$ cat src/rtl/lfa_consts.svh
//
// Contract
// - link program and page erase ignore the sector protect settings
// - mass erase requested over the link is accepted and executed
// - other sizes give sequential programming, one data byte per location
// - no data buffering; host paces bytes to the 65 us program time
// - reads work alike; each flash read takes three clocks, unbuffered
// - control bit 7 resets to 0; 1 enters flash-control mode, 0 leaves
// - status bit 7 shows flash-control mode; status resets to zero except the option bits 6 and 5
// - status bit 6 mirrors the level-one protect option, 0 when enabled
// - status bit 5 mirrors the read/write protect option, 0 when enabled
// - status bit 3 is 1 while a link program or erase runs
// - 04H writes control, 05H reads control, 02H reads status
// - outside flash-control mode controller writes drop, reads give FFH
// - flash writes drop when locked or into read/write protected areas
// - protected main memory reads return FFH per byte
`ifndef LFA_CONSTS_SVH
`define LFA_CONSTS_SVH
// ****************************************
// command codes
// ****************************************
`define LFA_CMD_RD_STAT 8'h02
`define LFA_CMD_WR_CTL  8'h04
`define LFA_CMD_RD_CTL  8'h05
`define LFA_CMD_WR_FCR  8'h08
`define LFA_CMD_RD_FCR  8'h09
`define LFA_CMD_WR_MEM  8'h0A
`define LFA_CMD_RD_MEM  8'h0B
// ****************************************
// fields and values
// ****************************************
`define LFA_MODE_BIT    7
`define LFA_ST_PROT1    6
`define LFA_ST_RWP      5
`define LFA_ST_PEND     3
`define LFA_CTL_RESET   8'h00
`define LFA_STAT_RESET  8'h00
`define LFA_BLANK       8'hFF
`define LFA_FCR_ARGS    3'h3
`define LFA_MEM_ARGS    3'h4
`define LFA_FCR_MAX     17'h0_0100
`define LFA_MEM_MAX     17'h1_0000
// ****************************************
// timing
// ****************************************
`define LFA_RD_CYCLES   2'h2
`define LFA_PROG_TIME_NS 65000
`define LFA_CLK_NS       50
`endif

$ cat src/rtl/lfa_pkg.sv
package lfa_pkg;
  typedef enum logic [5:0] {
    LFA_S_CMD  = 6'h01,
    LFA_S_ARG  = 6'h02,
    LFA_S_WDAT = 6'h04,
    LFA_S_PROG = 6'h08,
    LFA_S_RD   = 6'h10,
    LFA_S_TX   = 6'h20
  } lfa_state_t;
endpackage

$ cat src/rtl/lfa_top.sv
`timescale 1ns/1ps
`default_nettype none
`include "lfa_consts.svh"
module lfa_top (
  // clock and reset
  input  wire logic        ref_clk_i,
  input  wire logic        resetn_i,
  // link byte stream in
  input  wire logic        rx_valid_i,
  input  wire logic [7:0]  rx_data_i,
  output logic             rx_ready_o,
  // link byte stream out
  output logic             tx_valid_o,
  output logic [7:0]       tx_data_o,
  input  wire logic        tx_ready_i,
  // option byte one shadow and controller state
  input  wire logic        protect_level_one_option_i,
  input  wire logic        readwrite_protect_option_i,
  input  wire logic        fc_unlocked_i,
  input  wire logic        fc_busy_i,
  input  wire logic        fc_erase_start_i,
  input  wire logic [7:0]  fc_rdata_i,
  // flash controller register port
  output logic             fc_wr_o,
  output logic             fc_rd_o,
  output logic [7:0]       fc_addr_o,
  output logic [7:0]       fc_wdata_o,
  // flash array port
  output logic             fl_prog_o,
  output logic             fl_rd_o,
  output logic [15:0]      fl_addr_o,
  output logic [7:0]       fl_wdata_o,
  input  wire logic [7:0]  fl_rdata_i,
  // link-owner qualifiers for the controller
  output logic             sector_protect_bypass_o,
  output logic             mass_erase_allow_o
);
  // ****************************************
  // reset release
  // ****************************************
  logic rst_meta;
  logic rst_n;
  always_ff @(posedge ref_clk_i or negedge resetn_i) begin
    if (!resetn_i) begin
      rst_meta <= 1'b0;
      rst_n    <= 1'b0;
    end else begin
      rst_meta <= 1'b1;
      rst_n    <= rst_meta;
    end
  end

  // ****************************************
  // command state
  // ****************************************
  lfa_pkg::lfa_state_t state;
  logic [7:0]  cmd;
  logic [31:0] args;
  logic [2:0]  arg_cnt;
  logic [1:0]  rd_cnt;
  logic        flash_access_mode_bit;
  logic        operation_pending;
  logic        seq_load;
  logic        seq_step;
  logic        seq_last;
  logic [15:0] seq_addr;
  logic [15:0] next_addr;
  logic [16:0] next_count;
  logic [2:0]  need_args;
  logic        wr_take;
  logic        prog_ok;
  logic        mem_protected;
  logic [7:0]  status;
  logic        seq_last_q;
  logic [31:0] arg_word;
  logic [15:0] prog_addr;

  // status bits 6 and 5 read 0 when the protection is enabled
  assign status = {flash_access_mode_bit,
                   protect_level_one_option_i,
                   readwrite_protect_option_i,
                   1'b0, operation_pending, 3'b000};
  assign mem_protected = !readwrite_protect_option_i;
  assign need_args = (cmd == `LFA_CMD_WR_FCR || cmd == `LFA_CMD_RD_FCR) ?
                     `LFA_FCR_ARGS : `LFA_MEM_ARGS;
  // no buffering: a byte is only taken once the last one is done
  assign rx_ready_o = (state == lfa_pkg::LFA_S_CMD) ||
                      (state == lfa_pkg::LFA_S_ARG) ||
                      (state == lfa_pkg::LFA_S_WDAT);
  assign wr_take = (state == lfa_pkg::LFA_S_WDAT) && rx_valid_i;
  // sector protect plays no part here, only mode, unlock and option protection
  assign prog_ok = flash_access_mode_bit && fc_unlocked_i &&
                   !mem_protected;
  assign sector_protect_bypass_o = flash_access_mode_bit;
  assign mass_erase_allow_o = flash_access_mode_bit;
  assign fl_rd_o = (state == lfa_pkg::LFA_S_RD) && (rd_cnt == 2'h0) &&
                   (cmd == `LFA_CMD_RD_MEM);
  assign fc_rd_o = (state == lfa_pkg::LFA_S_RD) && (rd_cnt == 2'h0) &&
                   (cmd == `LFA_CMD_RD_FCR) && flash_access_mode_bit;
  // the sequencer has already stepped when a write pulse goes out
  assign fl_addr_o = fl_prog_o ? prog_addr : seq_addr;
  assign fc_addr_o = fc_wr_o ? prog_addr[7:0] : seq_addr[7:0];

  // arguments: 3 bytes for controller registers, 4 for memory
  // the last argument byte is loaded straight from the link, not from args
  assign arg_word = {args[23:0], rx_data_i};
  always_comb begin
    if (need_args == `LFA_FCR_ARGS) begin
      next_addr  = {8'h00, arg_word[15:8]};
      next_count = (arg_word[7:0] == 8'h00) ? `LFA_FCR_MAX : {9'h000, arg_word[7:0]};
    end else begin
      next_addr  = arg_word[31:16];
      next_count = (arg_word[15:0] == 16'h0000) ? `LFA_MEM_MAX : {1'b0, arg_word[15:0]};
    end
  end

  assign seq_load = (state == lfa_pkg::LFA_S_ARG) && rx_valid_i &&
                    (arg_cnt == need_args - 3'h1);
  assign seq_step = wr_take ||
                    ((state == lfa_pkg::LFA_S_TX) && tx_ready_i);

  lfa_seq u_seq (
    .clk_i   (ref_clk_i),
    .rst_n_i (rst_n),
    .load_i  (seq_load),
    .step_i  (seq_step),
    .addr_i  ({next_addr[15:8], next_addr[7:0] ^ 8'h00}),
    .count_i (next_count),
    .addr_o  (seq_addr),
    .last_o  (seq_last)
  );

  // ****************************************
  // sequencing
  // ****************************************
  always_ff @(posedge ref_clk_i or negedge rst_n) begin
    if (!rst_n) begin
      state   <= lfa_pkg::LFA_S_CMD;
      cmd     <= 8'h00;
      args    <= 32'h0000_0000;
      arg_cnt <= 3'h0;
      rd_cnt  <= 2'h0;
    end else begin
      unique case (state)
        lfa_pkg::LFA_S_CMD: begin
          arg_cnt <= 3'h0;
          if (rx_valid_i) begin
            cmd <= rx_data_i;
            unique case (rx_data_i)
              `LFA_CMD_RD_STAT, `LFA_CMD_RD_CTL: state <= lfa_pkg::LFA_S_TX;
              `LFA_CMD_WR_CTL:                   state <= lfa_pkg::LFA_S_WDAT;
              `LFA_CMD_WR_FCR, `LFA_CMD_RD_FCR,
              `LFA_CMD_WR_MEM, `LFA_CMD_RD_MEM:  state <= lfa_pkg::LFA_S_ARG;
              default:                           state <= lfa_pkg::LFA_S_CMD;
            endcase
          end
        end
        lfa_pkg::LFA_S_ARG: begin
          if (rx_valid_i) begin
            args    <= {args[23:0], rx_data_i};
            arg_cnt <= arg_cnt + 3'h1;
            if (arg_cnt == need_args - 3'h1) begin
              state <= (cmd == `LFA_CMD_WR_FCR || cmd == `LFA_CMD_WR_MEM) ?
                       lfa_pkg::LFA_S_WDAT : lfa_pkg::LFA_S_RD;
            end
          end
        end
        lfa_pkg::LFA_S_WDAT: begin
          if (rx_valid_i) begin
            if (cmd == `LFA_CMD_WR_MEM && prog_ok) begin
              state <= lfa_pkg::LFA_S_PROG;
            end else if (cmd == `LFA_CMD_WR_CTL || seq_last) begin
              state <= lfa_pkg::LFA_S_CMD;
            end
          end
        end
        lfa_pkg::LFA_S_PROG: begin
          if (!operation_pending && !fl_prog_o) begin
            state <= seq_last_q ? lfa_pkg::LFA_S_CMD : lfa_pkg::LFA_S_WDAT;
          end
        end
        lfa_pkg::LFA_S_RD: begin
          rd_cnt <= rd_cnt + 2'h1;
          if (rd_cnt == `LFA_RD_CYCLES) begin
            rd_cnt <= 2'h0;
            state  <= lfa_pkg::LFA_S_TX;
          end
        end
        lfa_pkg::LFA_S_TX: begin
          if (tx_ready_i) begin
            state <= (cmd == `LFA_CMD_RD_STAT || cmd == `LFA_CMD_RD_CTL ||
                      seq_last) ? lfa_pkg::LFA_S_CMD : lfa_pkg::LFA_S_RD;
          end
        end
      endcase
    end
  end

  // last-byte flag held across the program wait
  always_ff @(posedge ref_clk_i or negedge rst_n) begin
    if (!rst_n) begin
      seq_last_q <= 1'b0;
    end else if (wr_take) begin
      seq_last_q <= seq_last;
    end
  end

  // ****************************************
  // control register
  // ****************************************
  always_ff @(posedge ref_clk_i or negedge rst_n) begin
    if (!rst_n) begin
      flash_access_mode_bit <= 1'(`LFA_CTL_RESET >> `LFA_MODE_BIT);
    end else if (wr_take && cmd == `LFA_CMD_WR_CTL) begin
      flash_access_mode_bit <= rx_data_i[`LFA_MODE_BIT];
    end
  end

  // ****************************************
  // launches and pending status
  // ****************************************
  always_ff @(posedge ref_clk_i or negedge rst_n) begin
    if (!rst_n) begin
      fl_prog_o  <= 1'b0;
      fl_wdata_o <= 8'h00;
      fc_wr_o    <= 1'b0;
      fc_wdata_o <= 8'h00;
      prog_addr  <= 16'h0000;
    end else begin
      fl_prog_o <= wr_take && cmd == `LFA_CMD_WR_MEM && prog_ok;
      fc_wr_o   <= wr_take && cmd == `LFA_CMD_WR_FCR &&
                   flash_access_mode_bit;
      if (wr_take) begin
        prog_addr  <= seq_addr;
        fl_wdata_o <= rx_data_i;
        fc_wdata_o <= rx_data_i;
      end
    end
  end

  // set wins over clear; busy is expected from the cycle after a launch
  always_ff @(posedge ref_clk_i or negedge rst_n) begin
    if (!rst_n) begin
      operation_pending <= 1'(`LFA_STAT_RESET >> `LFA_ST_PEND);
    end else if ((wr_take && cmd == `LFA_CMD_WR_MEM && prog_ok) ||
                 fc_erase_start_i) begin
      operation_pending <= 1'b1;
    end else if (!fc_busy_i && !fl_prog_o) begin
      operation_pending <= 1'b0;
    end
  end

  // ****************************************
  // answer byte
  // ****************************************
  assign tx_valid_o = (state == lfa_pkg::LFA_S_TX);
  always_ff @(posedge ref_clk_i or negedge rst_n) begin
    if (!rst_n) begin
      tx_data_o <= 8'h00;
    end else if (state == lfa_pkg::LFA_S_CMD && rx_valid_i) begin
      tx_data_o <= (rx_data_i == `LFA_CMD_RD_STAT) ? status :
                   {flash_access_mode_bit, 7'h00};
    end else if (state == lfa_pkg::LFA_S_RD && rd_cnt == `LFA_RD_CYCLES) begin
      if (cmd == `LFA_CMD_RD_FCR) begin
        tx_data_o <= flash_access_mode_bit ? fc_rdata_i : `LFA_BLANK;
      end else begin
        tx_data_o <= mem_protected ? `LFA_BLANK : fl_rdata_i;
      end
    end
  end

  // ****************************************
  // checks
  // ****************************************
  a_pend_on_launch: assert property (@(posedge ref_clk_i) disable iff (!rst_n)
    fl_prog_o |-> operation_pending)
    else $error("pending not set with program launch");
  a_status_mode: assert property (@(posedge ref_clk_i) disable iff (!rst_n)
    status[`LFA_MODE_BIT] == flash_access_mode_bit)
    else $error("status bit 7 disagrees with mode");
  a_ctl_write: assert property (@(posedge ref_clk_i) disable iff (!rst_n)
    (wr_take && cmd == `LFA_CMD_WR_CTL) |=> flash_access_mode_bit == $past(rx_data_i[7]))
    else $error("control write not applied");
  a_fcr_drop: assert property (@(posedge ref_clk_i) disable iff (!rst_n)
    fc_wr_o |-> $past(flash_access_mode_bit))
    else $error("controller write outside flash mode");
  a_prog_lock: assert property (@(posedge ref_clk_i) disable iff (!rst_n)
    fl_prog_o |-> $past(fc_unlocked_i && readwrite_protect_option_i))
    else $error("program launched while locked or protected");
  a_read_blank: assert property (@(posedge ref_clk_i) disable iff (!rst_n)
    (fl_rd_o && mem_protected) |-> ##3 (tx_valid_o && tx_data_o == `LFA_BLANK))
    else $error("protected read not blanked");
  a_read_time: assert property (@(posedge ref_clk_i) disable iff (!rst_n)
    fl_rd_o |-> !tx_valid_o ##1 !tx_valid_o ##1 !tx_valid_o ##1 tx_valid_o)
    else $error("read answer timing wrong");
  a_addr_step: assert property (@(posedge ref_clk_i) disable iff (!rst_n)
    (seq_step && !seq_load) |=> seq_addr == $past(seq_addr) + 16'h0001)
    else $error("address did not advance");
  a_no_buffer: assert property (@(posedge ref_clk_i) disable iff (!rst_n)
    (state == lfa_pkg::LFA_S_PROG) |-> !rx_ready_o)
    else $error("byte taken during programming");
  a_pend_clear: assert property (@(posedge ref_clk_i) disable iff (!rst_n)
    (operation_pending && !fc_busy_i && !fl_prog_o && !fc_erase_start_i)
      |=> !operation_pending)
    else $error("pending did not clear");
endmodule
`default_nettype wire

$ cat src/rtl/lfa_seq.sv
`timescale 1ns/1ps
`default_nettype none
// address and byte-count sequencer for one command
module lfa_seq (
  // clock and reset
  input  wire logic        clk_i,
  input  wire logic        rst_n_i,
  // control
  input  wire logic        load_i,
  input  wire logic        step_i,
  input  wire logic [15:0] addr_i,
  input  wire logic [16:0] count_i,
  // state
  output logic      [15:0] addr_o,
  output logic             last_o
);
  logic [16:0] remain;

  always_ff @(posedge clk_i or negedge rst_n_i) begin
    if (!rst_n_i) begin
      addr_o <= 16'h0000;
      remain <= 17'h0_0000;
    end else if (load_i) begin
      addr_o <= addr_i;
      remain <= count_i;
    end else if (step_i) begin
      addr_o <= addr_o + 16'h0001;
      remain <= remain - 17'h0_0001;
    end
  end

  assign last_o = (remain == 17'h0_0001);
endmodule
`default_nettype wire

$ cat config.mk
export PLATFORM = sky130hd
export DESIGN_NAME = lfa_top
export DESIGN_NICKNAME = d
export VERILOG_FILES = /design/src/rtl/lfa_pkg.sv /design/src/rtl/lfa_top.sv /design/src/rtl/lfa_seq.sv
export VERILOG_INCLUDE_DIRS = /design/src /design/src/rtl
export SDC_FILE = /design/constraint.sdc
export NUM_CORES = 1
export LEC_CHECK = 0
export BUFFER_PORTS_ARGS = -buffer_cell sky130_fd_sc_hd__buf_4
export CAP_MARGIN = 20
export CORE_ASPECT_RATIO = 1.2
export CORE_MARGIN = 2
export CORE_UTILIZATION = 50
export CTS_BUF_LIST = sky130_fd_sc_hd__clkbuf_4
export CTS_CLUSTER_SIZE = 14
export DETAILED_ROUTE_END_ITERATION = 10
export PLACE_DENSITY = 0.71
export SYNTH_ARGS = -nofsm -noshare
export SYNTH_HDL_FRONTEND = slang
export SYNTH_SLANG_ARGS = --single-unit
$ cat constraint.sdc
create_clock -name ref_clk_i -period 4.6 [get_ports ref_clk_i]
set_input_delay 1.38 -clock ref_clk_i [delete_from_list [all_inputs] [get_ports ref_clk_i]]
set_output_delay 1.38 -clock ref_clk_i [all_outputs]
set_load 0.05 [all_outputs]
==> Yosys cells after proc, flatten, opt, wreduce, memory -nomap -nowiden <==
Index checks and enable logic that the tools add are counted.
{ "totals": {"latch_bits": 0, "ram_bits": 0, "rom_bits": 0, "elab_cells": 135, "regBits": 115, "in_bits": 33, "mem_count": 0} }
{ "op_classes": {"eq_ne": 32, "n_lt_le_gt_ge": 0, "shift": 0, "div": 0, "mul": 0, "n_reduce_logical": 45, "n_bitwise": 0, "mux": 36, "add_sub_neg": 5} }
{ "ops": {"columns": ["operator", "count"], "rows": [
  ["17-bit two-way mux", 4],
  ["8-bit by 4-bit == test with 1-bit output, second input constant", 8],
  ["16-bit two-way mux", 4],
  ["6-bit two-way mux", 9],
  ["8-bit two-way mux", 6],
  ["6-bit one-hot mux with 6 select lines", 1],
  ["8-bit by 3-bit == test with 1-bit output, second input constant", 4],
  ["1-bit logical AND", 20],
  ["6-bit one-hot mux with 3 select lines", 1],
  ["17-bit by 1-bit == test with 1-bit output, second input constant", 1],
  ["17-bit by 1-bit subtractor with 17-bit output, second input constant", 1],
  ["16-bit by 1-bit adder with 16-bit output, second input constant", 1],
  ["8-bit by 2-bit == test with 1-bit output, second input constant", 2],
  ["16-bit logical NOT", 1],
  ["5-bit two-way mux", 2],
  ["1-bit logical OR", 9],
  ["3-bit two-way mux", 3],
  ["9-bit two-way mux", 1],
  ["8-bit logical NOT", 1],
  ["2-bit != test, second input constant", 4],
  ["8-bit AND reduction", 1],
  ["2-bit nonzero test", 4],
  ["7-bit two-way mux", 1],
  ["6-bit by 1-bit == test with 1-bit output, second input constant", 1],
  ["other kinds (21)", 28]
]} }

==> Longest topological paths before layout <==
{ "depth": {"word_depth": 8, "mapped_depth": 8} }

==> Cells and area by module <==
A second synthesis with hierarchy kept.
{ "unflattened": {"hier_cells": 574, "area_unflattened_um2": 6125.9} }
{ "by_module_without_submodules": {"columns": ["module", "seq_area_each_um2", "instances", "cells_per_inst", "area_each_um2"], "rows": [
  ["lfa_top", 2053.2, 1, 372, 4291.6],
  ["lfa_seq", 825.8, 1, 202, 1834.3]
]} }

==> Worst setup path before layout <==
OpenSTA, ideal clock, no wires.
{ "synth_path": {"kind": "reg-to-output", "startpoint": "register cmd[5]", "endpoint": "output fc_rd_o", "path_buffers": 1, "t_arrival_ns": 3.052, "slack_ns": 0.168, "t_required_ns": 3.220, "stages_incl_launch_ff": 7, "path_cell_list": "dfrtp_1 > nor4_4 > nor3b_1 > nand2_1 > or3_1 > clkbuf_1 > nor4_1"} }
{ "synth_via": {"elab_chain_len": 3} }
{ "synth_rtl": {"columns": ["item", "line", "text"], "rows": [
  ["start, declared", "lfa_top.sv:57", "logic [7:0] cmd;"],
  ["start signal, assigned", "lfa_top.sv:148", "cmd <= rx_data_i;"],
  ["8-bit by 4-bit == test with 1-bit output (no source line)", null, null],
  ["1-bit logical AND (2 in a row)", "lfa_top.sv:98", "assign fc_rd_o = (state == lfa_pkg::LFA_S_RD) && (rd_cnt == 2'h0) &&"],
  ["end, declared", "lfa_top.sv:25", "output logic fc_rd_o,"]
]} }
Every way passes these cells.

==> Final worst setup path <==
Ends and elaborated chain as after synthesis.

==> flow_summary_export.csv <==
group,metric,value,unit
yosys,yosysSeqAreaShare,47.3,%
setup_path,cp-start-kind,"flop",
timing,fin_skew,14.7,ps
setup_path,r2r_cells,6,
setup_path,r2r-end,"u_seq.remain[3]",
timing,rsz0062_at_grt,"no",
timing,maxSlewViolCount,0,
yosys,synth_fp_nets,630,
timing,tightest_slew,948,ps
finish,antennaDiodeCount,0,
die,die_y,125,um
detailed_routing,drc,0,
global_route,grt_pass1_wl,23600,um
clock_network,post_cts_buffers,0,
setup_path,rr_startpoint,"cmd[5]",
timing,fin_crit_sh,90.3,%
finish,fill_cells,1059,
finish,drive_gt1_share,30.4,%
die,start_util,50.7,%
die,die_x,105,um
detailed_routing,routed_wl,14300,um
clock_network,clock-sinks,115,
clock_network,cts.path.max_buffers,2,
setup_path,cp-end-kind,"primary output",
clock_network,ctsHoldBuffers,0,
pwr,ir_drop,0.000186,V
yosys,synthTopCellsByArea,"dfrtp_1, mux2_2, nand2_1, o21ai_0, xnor2_1",
setup_path,worst_ep_required_time,3220,ps
yosys,yosysUniqueCellTypes,59,
yosys,synthDominantCellAreaShare,46.9,%
placement,dp_hpwl,10000,um
clock_network,root_buffer,"clkbuf_4",
yosys,synth_edf_count,0,
global_route,grt_usage,22.7,%
yosys,ys_ff_latch,115,
pwr,p_leak,0.00336,uW
detailed_routing,antenna_left,0,
clock_network,cts_made_buffers,17,
timing,fin_crit,4150,ps
die,die_area,13100,um2
clock_network,cts_resized,0,
clock_network,clock_latency,520,ps
finish,instances_no_fill,838,
timing,whs,378,ps
clock_network,htreeDepth,4,
min_path,hp-class,"flop to flop",
timing,hold_viol_final,0,
timing,fin_setup_tns,0,ps
finish,multi_input_area,2950,um2
yosys,netlist_instances,593,
global_route,antenna_found_initial,0,
clock_network,path_clk_slew,100,ps
min_path,holdPathStages,0,
global_route,grt_max_degree,74,
timing,max_slew_margin,36.8,%
yosys,yosys_warnings,0,
setup_path,critPathKind,"flop to primary output",
global_route,grt_pass1_vias,4750,
yosys,netlist_area,6080,um2
yosys,avgSynthCellArea,10.3,um2
finish,fin_area,7040,um2
min_path,min_to,"rst_n",
die,core_region_area,12000,um2
finish,syn2layout_area_growth,15.7,%
detailed_routing,drt_iter0_markers,244,
placement,post-place-cells,806,
die,ioPinCount,89,
pwr,powerDensity,264,nW/um2
global_route,gr-total-overflow,0,
flow_run,drv_cap,0,
yosys,ys_async_sr_fraction,100,%
timing,finalSetupViolCount,0,
die,placementRows,44,
yosys,synth_top_area_cell,"dfrtp_1",
setup_path,crit_path_max_fanout,9,
placement,port_buffers,88,
min_path,hold_start,"rst_meta",
placement,post_dp_cell_area,6780,um2
detailed_routing,dr_total_vias,4740,
yosys,ys.flop_type,"dfrtp_1",
finish,seqCellArea,2880,um2
outcome,outcome,"completed",
detailed_routing,route.detailed.wl_per_inst,17.0,um
timing,fmax,0.241,GHz
setup_path,r2r_slack,1780,ps
detailed_routing,dr.pass1.iters,5,
placement,routabilityCongestion,0.917,
yosys,synth_common_cells,"dfrtp_1, nand2_1, mux2_2, o21ai_0, nor2_1",
setup_path,worstPathArrival,2770,ps
clock_network,cts_tree,"done",
yosys,yosysMostFrequentCell,"dfrtp_1",
detailed_routing,viasPerCell,5.66,
finish,fin_nets,701,
==> per-layer routing <==
| metal | track usage [%] | routed length [um] |
|---|---|---|
| met1 | 27.0 | 5920 |
| met2 | 39.3 | 7350 |
| met3 | 4.97 | 537 |
| met4 | 9.80 | 467 |
| met5 | 0 | 0 |
==> worst max-delay path, cell delays in order, from the launching register on <==
cell	delay [ps]
dfrtp_1	420
nor4_4	450
nor3b_1	310
nand2_1	100
or3_1	470
nor4_1	250
buf_4	250
==> metrics by stage <==
stage | setup WS (ps) | power (uW) | util (%)
floorplan | 168 | 1130 | -
global placement | 1070 | 1180 | 56.5
detailed placement | 1000 | 1180 | 56.5
CTS | 401 | 1880 | 58.6
global route | 250 | 1930 | 58.6
finish | 447 | 1860 | 58.6
==> final cells by class <==
type | instances | area share, %
tap | 161 | 2.86
clock buffer | 19 | 2.03
clock inverter | 13 | 1.67
sequential | 115 | 41.0
multi-input combinational | 426 | 42.0
inverter | 11 | 0.587
timing repair buffer | 93 | 9.92
==> registers in the layout (all words and copies together), names as in the netlist <==
| name | count |
|---|---|
| args | 24 |
| u_seq.remain | 17 |
| prog_addr | 16 |
| u_seq.addr_o | 16 |
| cmd | 8 |
| fl_wdata_o | 8 |
| tx_data_o | 8 |
| state | 6 |
| arg_cnt | 3 |
| rd_cnt | 2 |
| fc_wr_o | 1 |
| fl_prog_o | 1 |
| mass_erase_allow_o | 1 |
| operation_pending | 1 |
| rst_meta | 1 |
| rst_n | 1 |
| seq_last_q | 1 |
==> power by group <==
| part | total [uW] | internal, uW | switching (uW) |
|---|---|---|---|
| Combinational | 107 | 43.7 | 63.2 |
| Clock | 700 | 323 | 377 |
| Sequential | 1050 | 1020 | 27.9 |
==> layout by cell type (no fill, tap or decap), types with 5 or more instances in the layout <==
master	instances
nand4_1	11
nand3_1	16
mux2i_1	15
dfrtp_1	113
nand2_1	89
nand2b_1	5
mux2_2	69
a21oi_1	12
o21ai_0	35
buf_4	93
xnor2_1	19
nor3_1	11
and3_1	6
inv_1	10
nor4_1	18
o22ai_1	9
clkinv_2	7
clkbuf_4	19
xor2_1	11
nor2_1	26
nor4b_1	5
==> worst max-delay path by stage <==
stage                       from  cells past startpoint      end  slack [ps]
final                     cmd[5]                      6  fc_rd_o         450
after global routing      cmd[5]                      6  fc_rd_o         250
after CTS                 cmd[5]                      6  fc_rd_o         400
after detailed placement  cmd[5]                      6  fc_rd_o        1000
after global placement    cmd[5]                      6  fc_rd_o        1070
after floorplan           cmd[5]                      6  fc_rd_o         170
==> kinds of logic (layout without fill, tap and decap cells) <==
kind of cell | Yosys count | in the layout | share of synthesized area (%)
buf+inv | 52 | 136 | 4.11
fa+ha+maj | 4 | 4 | 0.823
flops | 115 | 115 | 47.3
other cells | 1 | 1 | 0.0616
compound gates | 82 | 82 | 8.21
simple gates | 225 | 225 | 19.9
xor+xnor | 30 | 30 | 4.32
mux | 84 | 84 | 15.2
(Power assumes the default switching activity.)
